===== config.mk =====
export PLATFORM = sky130hd
export DESIGN_NAME = cca_top
export DESIGN_NICKNAME = d
export VERILOG_FILES = /design/src/cca_pkg.sv /design/src/cca_module.sv /design/src/cca_top.sv
export SDC_FILE = /design/constraint.sdc
export NUM_CORES = 1
export LEC_CHECK = 0
export ABC_CLOCK_PERIOD_IN_PS = 3170
export BUFFER_PORTS_ARGS = -buffer_cell sky130_fd_sc_hd__buf_2
export CORE_ASPECT_RATIO = 0.9
export CORE_MARGIN = 2
export CORE_UTILIZATION = 60
export DETAILED_ROUTE_END_ITERATION = 6
export PLACE_DENSITY = 0.73
export SYNTH_ARGS = -nofsm -noshare
export SYNTH_HDL_FRONTEND = slang
export SYNTH_SLANG_ARGS = --single-unit

===== constraint.sdc =====
create_clock -name ref_clk_i -period 3.17 [get_ports ref_clk_i]
set_input_delay 0.1585 -clock ref_clk_i [delete_from_list [all_inputs] [get_ports ref_clk_i]]
set_output_delay 0.1585 -clock ref_clk_i [all_outputs]
set_load 0.02 [all_outputs]

===== src/cca_pkg.sv =====
// constants, field layouts and shared types of the counter array
package cca_pkg;

  // register byte addresses
  localparam logic [7:0] REG_CTRL          = 8'h00;
  localparam logic [7:0] REG_MODE          = 8'h01;
  localparam logic [7:0] REG_CNT_LO        = 8'h02;
  localparam logic [7:0] REG_CNT_HI        = 8'h03;
  localparam logic [7:0] REG_IRQ_EN        = 8'h04;
  localparam logic [7:0] REG_MOD_MODE_BASE = 8'h08;
  localparam logic [7:0] REG_MOD_VAL_BASE  = 8'h10;

  localparam int NUM_MODULES = 6;
  localparam int WDT_MODULE  = 5;

  // timebase codes
  localparam logic [2:0] TB_SYS_DIV12 = 3'h0;
  localparam logic [2:0] TB_SYS_DIV4  = 3'h1;
  localparam logic [2:0] TB_TIMER0    = 3'h2;
  localparam logic [2:0] TB_COUNT_PIN = 3'h3;
  localparam logic [2:0] TB_SYS       = 3'h4;
  localparam logic [2:0] TB_XOSC_DIV8 = 3'h5;
  localparam logic [2:0] TB_RTC_DIV8  = 3'h6;

  // divider terminal counts
  localparam logic [3:0] DIV12_LAST = 4'hb;
  localparam logic [1:0] DIV4_LAST  = 2'h3;
  localparam logic [2:0] OSC_LAST   = 3'h7;

  localparam logic [15:0] CNT_MAX   = 16'hffff;
  localparam logic [15:0] CNT_RST   = 16'h0000;

  typedef struct packed {
    logic       idle_suspend;
    logic       wdt_enable;
    logic       counter_overflow_flag;
    logic       reserved;
    logic [2:0] timebase_select;
    logic       overflow_irq_enable;
  } cca_cnt_mode_t;

  typedef struct packed {
    logic wide_pwm_select;
    logic compare_enable;
    logic rising_capture_enable;
    logic falling_capture_enable;
    logic match_enable;
    logic toggle_enable;
    logic pwm_enable;
    logic module_irq_enable;
  } cca_mod_mode_t;

  // watchdog on, sysclk/12, everything else clear
  localparam cca_cnt_mode_t CNT_MODE_RST = '{
    idle_suspend: 1'b0, wdt_enable: 1'b1, counter_overflow_flag: 1'b0,
    reserved: 1'b0, timebase_select: TB_SYS_DIV12,
    overflow_irq_enable: 1'b0};

  localparam cca_mod_mode_t MOD_MODE_RST = '0;

  // forced software timer mode for module 5 under the watchdog
  localparam cca_mod_mode_t WDT_FORCED_MODE = '{
    wide_pwm_select: 1'b0, compare_enable: 1'b1,
    rising_capture_enable: 1'b0, falling_capture_enable: 1'b0,
    match_enable: 1'b1, toggle_enable: 1'b0, pwm_enable: 1'b0,
    module_irq_enable: 1'b0};

endpackage


===== src/cca_module.sv =====
// one capture/compare module of the counter array
`timescale 1ns/1ps
`default_nettype none
module cca_module
  import cca_pkg::*;
(
  input  wire logic          ref_clk_i,
  input  wire logic          srst_i,
  input  wire cca_mod_mode_t mode_i,
  input  wire logic [15:0]   count_i,
  input  wire logic          count_upd_i,
  input  wire logic          wr_lo_i,
  input  wire logic          wr_hi_i,
  input  wire logic [7:0]    wdata_i,
  input  wire logic          line_i,
  output logic [15:0]        value_o,
  output logic               event_o,
  output logic               line_o,
  output logic               line_oe_o
);

  typedef struct packed {
    logic        s1;
    logic        s2;
    logic        s3;
    logic [15:0] value;
    logic        tog;
    logic        prev_hso;
    logic        event_p;
    logic        oe;
  } cca_mod_state_t;

  cca_mod_state_t st;
  cca_mod_state_t nxt;
  logic           cap_mode;
  logic           sw_timer;
  logic           hso;
  logic           freq;
  logic           no_edges;
  logic           rise_edge;
  logic           fall_edge;

  // mode decode straight from the mode bits
  assign no_edges  = ~mode_i.rising_capture_enable
                   & ~mode_i.falling_capture_enable;
  assign cap_mode  = ~mode_i.match_enable & ~mode_i.toggle_enable
                   & ~mode_i.pwm_enable & ~no_edges;
  assign sw_timer  = mode_i.compare_enable & mode_i.match_enable
                   & ~mode_i.toggle_enable & ~mode_i.pwm_enable
                   & no_edges;
  assign hso       = mode_i.compare_enable & mode_i.match_enable
                   & mode_i.toggle_enable & ~mode_i.pwm_enable & no_edges;
  assign freq      = mode_i.compare_enable & mode_i.toggle_enable
                   & mode_i.pwm_enable & no_edges;
  // edges seen on the second and third stage only
  assign rise_edge = st.s2 & ~st.s3;
  assign fall_edge = ~st.s2 & st.s3;

  // next state: writes first, hardware events override them
  always_comb begin
    nxt         = st;
    nxt.s1      = line_i;
    nxt.s2      = st.s1;
    nxt.s3      = st.s2;                  // two-cycle levels always survive
    nxt.event_p = 1'b0;
    if (wr_lo_i) begin
      nxt.value[7:0] = wdata_i;
    end
    if (wr_hi_i) begin
      nxt.value[15:8] = wdata_i;
    end
    if (cap_mode && ((mode_i.rising_capture_enable && rise_edge) ||
                     (mode_i.falling_capture_enable && fall_edge))) begin
      nxt.value   = count_i;
      nxt.event_p = 1'b1;
    end
    if ((sw_timer || hso) && count_upd_i && count_i == st.value) begin
      nxt.event_p = 1'b1;
      if (hso) begin
        nxt.tog = ~st.tog;
      end
    end
    // high byte acts as half period; byte add wraps so zero gives 256
    if (freq && count_upd_i && count_i[7:0] == st.value[7:0]) begin
      nxt.tog        = ~st.tog;
      nxt.value[7:0] = st.value[7:0] + st.value[15:8];
    end
    if (hso && !st.prev_hso) begin
      nxt.tog = 1'b1;
    end
    nxt.prev_hso = hso;
    nxt.oe       = hso | freq;
  end

  always_ff @(posedge ref_clk_i) begin
    if (srst_i) begin
      st       <= '0;
      st.tog   <= 1'b1;
    end else begin
      st <= nxt;
    end
  end

  assign value_o   = st.value;
  assign event_o   = st.event_p;
  assign line_o    = st.tog;
  assign line_oe_o = st.oe;

  cap_copy_a: assert property (
    @(posedge ref_clk_i) disable iff (srst_i)
    (cap_mode && rise_edge && mode_i.rising_capture_enable)
      |=> (st.value == $past(count_i)) && st.event_p)
    else $error("capture did not copy the counter");

  hso_init_a: assert property (
    @(posedge ref_clk_i) disable iff (srst_i)
    $rose(st.prev_hso) |-> st.tog)
    else $error("toggle state not one on high-speed entry");

  freq_step_a: assert property (
    @(posedge ref_clk_i) disable iff (srst_i)
    (freq && count_upd_i && count_i[7:0] == st.value[7:0]
     && !wr_lo_i && !wr_hi_i)
      |=> (st.value[7:0] == $past(st.value[7:0] + st.value[15:8]))
          && (st.tog != $past(st.tog)))
    else $error("frequency output step wrong");

endmodule
`default_nettype wire


===== src/cca_top.sv =====
// counter array: timebase, counter, register port and six modules
//
// Chosen here: the placing of the registers and the strobed register port.
`timescale 1ns/1ps
`default_nettype none
module cca_top
  import cca_pkg::*;
(
  input  wire logic                   ref_clk_i,
  input  wire logic                   srst_i,
  input  wire logic [7:0]             addr_i,
  input  wire logic [7:0]             wdata_i,
  input  wire logic                   wr_i,
  input  wire logic                   rd_i,
  output logic [7:0]                  rdata_o,
  input  wire logic                   cpu_idle_i,
  input  wire logic                   global_irq_enable_i,
  input  wire logic                   timer0_ovf_i,
  input  wire logic                   external_count_input_i,
  input  wire logic                   ext_osc_i,
  input  wire logic                   rtc_osc_i,
  input  wire logic [NUM_MODULES-1:0] module_io_line_i,
  output logic [NUM_MODULES-1:0]      module_io_line_o,
  output logic [NUM_MODULES-1:0]      module_io_line_oe_o,
  output logic                        irq_o
);

  typedef struct packed {
    logic [15:0]                    cnt;
    logic [7:0]                     snap;
    logic                           run;
    logic [NUM_MODULES-1:0]         flags;
    cca_cnt_mode_t                  mode;
    logic                           arr_ie;
    cca_mod_mode_t [NUM_MODULES-1:0] mmode;
    logic [7:0]                     rdata;
    logic                           irq;
    logic [3:0]                     div12;
    logic [1:0]                     div4;
    logic                           eci_s1;
    logic                           eci_s2;
    logic                           eci_s3;
    logic                           xo_s1;
    logic                           xo_s2;
    logic                           xo_s3;
    logic                           rtc_s1;
    logic                           rtc_s2;
    logic                           rtc_s3;
    logic [2:0]                     xo_div;
    logic [2:0]                     rtc_div;
    logic                           tick_d;
  } cca_top_state_t;

  cca_top_state_t                 st;
  cca_top_state_t                 nxt;
  cca_cnt_mode_t                  wmode;
  cca_mod_mode_t                  eff_mode [NUM_MODULES];
  logic [15:0]                    mod_val  [NUM_MODULES];
  logic [NUM_MODULES-1:0]         mod_event;
  logic [NUM_MODULES-1:0]         mod_ie;
  logic [NUM_MODULES-1:0]         wr_lo;
  logic [NUM_MODULES-1:0]         wr_hi;
  logic [7:0]                     mode_off;
  logic [7:0]                     val_off;
  logic                           mode_hit;
  logic                           val_hit;
  logic [2:0]                     val_idx;
  logic [2:0]                     mode_idx;
  logic                           src;
  logic                           tick;
  logic                           halt;
  logic                           xo_rise;
  logic                           rtc_rise;

  assign wmode    = cca_cnt_mode_t'(wdata_i);
  // module register decode; offsets above the array fall through
  assign mode_off = addr_i - REG_MOD_MODE_BASE;
  assign val_off  = addr_i - REG_MOD_VAL_BASE;
  assign mode_hit = (addr_i >= REG_MOD_MODE_BASE)
                  && (mode_off < 8'(NUM_MODULES));
  assign val_hit  = (addr_i >= REG_MOD_VAL_BASE)
                  && (val_off < 8'(2 * NUM_MODULES));
  assign mode_idx = mode_off[2:0];
  assign val_idx  = val_off[3:1];
  // oscillator edges from the settled stages only
  assign xo_rise  = st.xo_s2 & ~st.xo_s3;
  assign rtc_rise = st.rtc_s2 & ~st.rtc_s3;

  // per-module wiring, watchdog override and write strobes
  for (genvar n = 0; n < NUM_MODULES; n++) begin : g_mod
    assign eff_mode[n] = (n == WDT_MODULE && st.mode.wdt_enable)
                       ? WDT_FORCED_MODE : st.mmode[n];
    assign mod_ie[n]   = st.mmode[n].module_irq_enable;
    assign wr_lo[n]    = wr_i && val_hit && val_idx == 3'(n)
                       && !val_off[0];
    assign wr_hi[n]    = wr_i && val_hit && val_idx == 3'(n)
                       && val_off[0];

    cca_module u_mod (
      .ref_clk_i   (ref_clk_i),
      .srst_i      (srst_i),
      .mode_i      (eff_mode[n]),
      .count_i     (st.cnt),
      .count_upd_i (st.tick_d),
      .wr_lo_i     (wr_lo[n]),
      .wr_hi_i     (wr_hi[n]),
      .wdata_i     (wdata_i),
      .line_i      (module_io_line_i[n]),
      .value_o     (mod_val[n]),
      .event_o     (mod_event[n]),
      .line_o      (module_io_line_o[n]),
      .line_oe_o   (module_io_line_oe_o[n])
    );
  end

  // timebase source select
  always_comb begin
    unique case (st.mode.timebase_select)
      TB_SYS_DIV12: src = (st.div12 == DIV12_LAST);
      TB_SYS_DIV4:  src = (st.div4 == DIV4_LAST);
      TB_TIMER0:    src = timer0_ovf_i;
      TB_COUNT_PIN: src = st.eci_s3 & ~st.eci_s2;
      TB_SYS:       src = 1'b1;
      TB_XOSC_DIV8: src = xo_rise && (st.xo_div == OSC_LAST);
      TB_RTC_DIV8:  src = rtc_rise && (st.rtc_div == OSC_LAST);
      default:      src = 1'b0;
    endcase
  end

  // watchdog forces the counter on; idle halt only when asked for
  assign halt = st.mode.idle_suspend & cpu_idle_i;
  assign tick = src & (st.run | st.mode.wdt_enable) & ~halt;

  // next state of the whole array
  always_comb begin
    nxt        = st;
    nxt.rdata  = '0;
    // prescalers run free so a source switch picks up mid-period
    nxt.div12  = (st.div12 == DIV12_LAST) ? '0 : st.div12 + 4'h1;
    nxt.div4   = st.div4 + 2'h1;
    nxt.eci_s1 = external_count_input_i;
    nxt.eci_s2 = st.eci_s1;
    nxt.eci_s3 = st.eci_s2;
    nxt.xo_s1  = ext_osc_i;
    nxt.xo_s2  = st.xo_s1;
    nxt.xo_s3  = st.xo_s2;
    nxt.rtc_s1 = rtc_osc_i;
    nxt.rtc_s2 = st.rtc_s1;
    nxt.rtc_s3 = st.rtc_s2;
    if (xo_rise) begin
      nxt.xo_div = st.xo_div + 3'h1;
    end
    if (rtc_rise) begin
      nxt.rtc_div = st.rtc_div + 3'h1;
    end

    // register writes
    if (wr_i) begin
      if (addr_i == REG_CTRL) begin
        nxt.run   = wdata_i[NUM_MODULES];
        nxt.flags = st.flags & wdata_i[NUM_MODULES-1:0];
      end
      if (addr_i == REG_MODE) begin
        nxt.mode.overflow_irq_enable   = wmode.overflow_irq_enable;
        nxt.mode.wdt_enable            = wmode.wdt_enable;
        nxt.mode.counter_overflow_flag = st.mode.counter_overflow_flag
                                       & wmode.counter_overflow_flag;
        if (!st.mode.wdt_enable) begin
          nxt.mode.timebase_select = wmode.timebase_select;
          nxt.mode.idle_suspend    = wmode.idle_suspend;
        end
      end
      if (addr_i == REG_CNT_LO && !st.mode.wdt_enable) begin
        nxt.cnt[7:0] = wdata_i;
      end
      if (addr_i == REG_CNT_HI && !st.mode.wdt_enable) begin
        nxt.cnt[15:8] = wdata_i;
      end
      if (addr_i == REG_IRQ_EN) begin
        nxt.arr_ie = wdata_i[0];
      end
      if (mode_hit && !(32'(mode_idx) == WDT_MODULE
                        && st.mode.wdt_enable)) begin
        nxt.mmode[mode_idx] = cca_mod_mode_t'(wdata_i);
      end
      if (val_hit) begin
        // low byte disarms compare, high byte rearms it
        nxt.mmode[val_idx].compare_enable = val_off[0];
      end
    end

    // counting; a tick beats a same-cycle software load
    nxt.tick_d = tick;
    if (tick) begin
      nxt.cnt = st.cnt + 16'h0001;
      if (st.cnt == CNT_MAX) begin
        nxt.mode.counter_overflow_flag = 1'b1;
      end
    end
    // hardware events win over a same-cycle clear
    nxt.flags = nxt.flags | mod_event;

    // register reads, answered in the next cycle
    if (rd_i) begin
      unique case (1'b1)
        addr_i == REG_CTRL:   nxt.rdata = {1'b0, st.run, st.flags};
        addr_i == REG_MODE:   nxt.rdata = st.mode;
        addr_i == REG_CNT_LO: begin
          nxt.rdata = st.cnt[7:0];
          nxt.snap  = st.cnt[15:8];
        end
        addr_i == REG_CNT_HI: nxt.rdata = st.snap;
        addr_i == REG_IRQ_EN: nxt.rdata = {7'h00, st.arr_ie};
        mode_hit:             nxt.rdata = st.mmode[mode_idx];
        val_hit:              nxt.rdata = val_off[0]
                                        ? mod_val[val_idx][15:8]
                                        : mod_val[val_idx][7:0];
        default:              nxt.rdata = '0;
      endcase
    end

    // request gated by both enables
    nxt.irq = global_irq_enable_i & st.arr_ie &
              ((nxt.mode.counter_overflow_flag
                & nxt.mode.overflow_irq_enable)
               | (|(nxt.flags & mod_ie)));
  end

  always_ff @(posedge ref_clk_i) begin
    if (srst_i) begin
      st       <= '0;
      st.mode  <= CNT_MODE_RST;
      st.mmode <= {NUM_MODULES{MOD_MODE_RST}};
      st.cnt   <= CNT_RST;
    end else begin
      st <= nxt;
    end
  end

  assign rdata_o = st.rdata;
  assign irq_o   = st.irq;

  snap_latch_a: assert property (
    @(posedge ref_clk_i) disable iff (srst_i)
    (rd_i && addr_i == REG_CNT_LO) ##1 (rd_i && addr_i == REG_CNT_HI)
      |=> rdata_o == $past(st.cnt[15:8], 2))
    else $error("high byte read did not return the snapshot");

  snap_hold_a: assert property (
    @(posedge ref_clk_i) disable iff (srst_i)
    (rd_i && addr_i == REG_CNT_HI) |=> rdata_o == $past(st.snap))
    else $error("high byte read ignored the snapshot");

  read_quiet_a: assert property (
    @(posedge ref_clk_i) disable iff (srst_i)
    (rd_i && !tick) |=> st.cnt == $past(st.cnt))
    else $error("counter changed on a read");

  div12_gap_a: assert property (
    @(posedge ref_clk_i) disable iff (srst_i)
    (tick && st.mode.timebase_select == TB_SYS_DIV12
     && !(wr_i && addr_i == REG_MODE)) |=> !tick [*8])
    else $error("sysclk/12 ticks too close");

  ovf_set_a: assert property (
    @(posedge ref_clk_i) disable iff (srst_i)
    (tick && st.cnt == CNT_MAX)
      |=> st.mode.counter_overflow_flag && st.cnt == CNT_RST)
    else $error("wrap did not set overflow flag");

  ovf_hold_a: assert property (
    @(posedge ref_clk_i) disable iff (srst_i)
    (st.mode.counter_overflow_flag && !(wr_i && addr_i == REG_MODE))
      |=> st.mode.counter_overflow_flag)
    else $error("overflow flag cleared without a write");

  irq_gate_a: assert property (
    @(posedge ref_clk_i) disable iff (srst_i)
    irq_o |-> $past(global_irq_enable_i) && $past(st.arr_ie))
    else $error("interrupt without both enables");

  idle_run_a: assert property (
    @(posedge ref_clk_i) disable iff (srst_i)
    (cpu_idle_i && !st.mode.idle_suspend && st.run
     && st.mode.timebase_select == TB_SYS) |=> st.cnt != $past(st.cnt))
    else $error("counter stalled in idle without suspend");

  idle_halt_a: assert property (
    @(posedge ref_clk_i) disable iff (srst_i)
    (cpu_idle_i && st.mode.idle_suspend && !wr_i)
      |=> st.cnt == $past(st.cnt))
    else $error("counter advanced during suspended idle");

  flag_keep_a: assert property (
    @(posedge ref_clk_i) disable iff (srst_i)
    !(wr_i && addr_i == REG_CTRL)
      |=> (st.flags & $past(st.flags)) == $past(st.flags))
    else $error("module flag dropped without a write");

  cmp_clear_a: assert property (
    @(posedge ref_clk_i) disable iff (srst_i)
    wr_lo[0] |=> !st.mmode[0].compare_enable ##1 1'b1)
    else $error("low value write kept compare enabled");

  wdt_lock_a: assert property (
    @(posedge ref_clk_i) disable iff (srst_i)
    (st.mode.wdt_enable && wr_i && addr_i == REG_CNT_LO && !tick)
      |=> st.cnt == $past(st.cnt))
    else $error("counter written while watchdog enabled");

endmodule
`default_nettype wire


==> run metrics <==
top cells by area, synth dfxtp_1 32%, mux2i_1 9.6%, nor2_1 4.5%; Worst Reg-to-Reg Cells 8; Root Driver clkbuf_16; post-DR wirelength/cell 23.2 um; CTS resizes 0; cts bufs inserted 27; failing checks design-rule violations; Hold EP st[94]; minimum clock period 2.63 ns; Site Rows 56; CTS tree done; Gate power share 0.050; CP required 3.58 ns; #FFs+latches synth 256; clock network fraction of total power 0.489; Worst-Skew Late Latency 0.54 ns; share of layout cells above drive strength 1 0.119; max_slew headroom 0.272; mux contribution to synthesized area 0.145; CTS clk-pin slew, worst paths 0.07 ns; Most used DFF post-synth dfxtp_1; CP Launch Type flop; Placed Cells 2155; synth warn 0; largest family of logic cells by synthesized area simple AND/OR/NAND/NOR gates; Synth area leader dfxtp_1; Simple-Gate Fraction of Synth Area 0.195; critical path type flop to flop; CP Data Arrival Time 3.05 ns; postcts setup bufs 0; worst hold path depth 3; worst r2r src st[107]; Post-Syn Area 0.0158 mm^2; H-Tree Level Count 1; min-delay worst type input port to flop; drt drc 10; fraction of the mapped netlist area in compound gates 0.160; Vias/cell 6.61; antenna viol nets, final 0; Port Buffer Count 52; core area 0.0260 mm^2; fin crit share 0.831; commonest non-fill, non-tap cells in the layout 256 x dfxtp_1, 190 x nor2_1, 167 x nand2_1; first-pass GRT wire length 79200 um; number of synthesized flops with an enable pin 0; Power Density 405 mW/mm^2; max cap viols 0; Max Fclk 380 MHz; gpl congestion 0.984; FFs w/ async S/R, synth 0; die area 0.0276 mm^2; Die Y 158 um; R2R Setup Slk 0.54 ns; Worst Tran Pin Value 1.09 ns; initial antenna violation count 3; syn avg cell area 8.56 um^2; CP max FO 12; Routed WL 51600 um; switching power 1.64 mW; Final Non-Filler Cells 2221; overall overflow remaining after global route 0; Int Power 5.44 mW; Reg power frac 0.460; Static Leak 6.93 nW; Post-Synth XOR/XNOR Area 0.0765; Sum Neg Setup Slack 0 ns; Vias 14700; TritonRoute pass-1 iters 7; CTS sink count 256; Final Hold Fails 0; reg2reg end g_mod[2].u_mod.value_o[1]; Net count, final 1938; min-delay src wr_i; Worst Setup End Kind flop; Final Max Tran Viols 0; I/O pin count 53; Seq/Total Area, Yosys 0.324; Fin Hold WS 0.0332 ns; die extent in x 175 um; Initial Util 0.608; post-synth net total 1933; Clock Tree Buf Depth 3; clock skew 0.00946 ns; # fillers 2148; HPWL Detailed 36000 um; switching share of power 0.232; status finished with violations; gr usage total 0.369; largest net degree at the start of global routing 121; First DRT Iteration DRCs 1750; VDD IR max 0.000594 V; Synth top area share 0.324; commonest non-fill, non-tap cell in the layout dfxtp_1; RSZ-0062 raised after global routing false; Synth cell types 74; Synth Instances 1845; P&R area growth vs syn 10.5%; area share of fa/ha/maj cells after synthesis 0.0472; final setup vio count 0; number of global-route vias before repair 13900
-- Yosys cell counts, types with 39 or more instances --
cell type,count
nand3_1,47
ha_1,50
a211oi_1,48
nor3_1,39
mux2i_1,152
xor2_1,60
o211ai_1,41
nor2_1,190
dfxtp_1,256
a21oi_1,95
xnor2_1,78
clkbuf_1,100
o21ai_0,79
nand2_1,167
-- how the worst max path moves through the flow --
| stage | startpoint | end | slack [ns] |
|---|---|---|---|
| floorplan | addr_i[3] | flop | 0.91 |
| global placement | addr_i[3] | flop | 0.44 |
| detailed placement | addr_i[3] | flop | 0.39 |
| CTS | st[107] | g_mod[2].u_mod.value_o[1] | 0.58 |
| global route | st[4] | st[109] | 0.41 |
| finish | st[107] | g_mod[2].u_mod.value_o[1] | 0.54 |
-- metrics by stage --
step	setup slack, ns	power (mW)	util	instance area, um^2
3_3_place_gp	0.445	3.65	0.628	16300
2_1_floorplan	0.906	3.54	-	15800
5_1_grt	0.408	7.24	0.671	17500
4_1_cts	0.580	7.08	0.671	17400
6_report	0.535	7.08	0.671	17500
3_5_place_dp	0.394	3.66	0.628	16300
-- worst max-delay path: stages, from the launching register on --
cell	delay (ns)
dfxtp_1	0.75
buf_4	0.30
xnor2_1	0.13
nand2_1	0.08
nor4_1	0.60
buf_4	0.28
nor2_1	0.12
o211ai_1	0.14
o21ai_0	0.11
-- logic make-up after synthesis --
family / after synthesis
buffers and inverters: 192
AND/OR/NAND/NOR: 630
AO/OA/AOI/OAI: 383
multiplexers: 190
flip-flops: 256
adder cells (fa/ha/maj): 56
XOR/XNOR: 138
-- power groups by stage --
| stage | sequential, mW | clock (mW) | combinational (mW) |
|---|---|---|---|
| 5_1_grt | 3.26 | 3.61 | 0.373 |
| 3_5_place_dp | 3.33 | 0 | 0.330 |
| 2_1_floorplan | 3.32 | 0 | 0.216 |
| 4_1_cts | 3.26 | 3.48 | 0.345 |
| 3_3_place_gp | 3.33 | 0 | 0.326 |
| 6_report | 3.26 | 3.46 | 0.357 |
-- routing by layer --
layer	vias to the layer above	track usage	share of wire
li1	6651	-	-
met2	861	0.577	0.44
met3	220	0.0680	0.099
met1	6959	0.486	0.40
met5	-	0	0
met4	0	0.202	0.060
-- final cells by class --
class | instances | area, um^2 | area share
clock inverters | 16 | 224 | 0.0128
clock buffers | 33 | 748 | 0.0429
repair buffers | 129 | 905 | 0.0518
well taps | 348 | 435 | 0.0249
inverters | 39 | 146 | 0.00839
multi-input cells | 1397 | 9860 | 0.565
diodes | 3 | 7.51 | 0.000430
flip-flops and latches | 256 | 5120 | 0.294
-- what timing repair did --
item / CTS / global route
endpoints found under the hold margin: 42 / 0
endpoints found under the setup margin: 0 / 0
hold buffers: 14 / 0
Power figures use the tool's default switching activity.
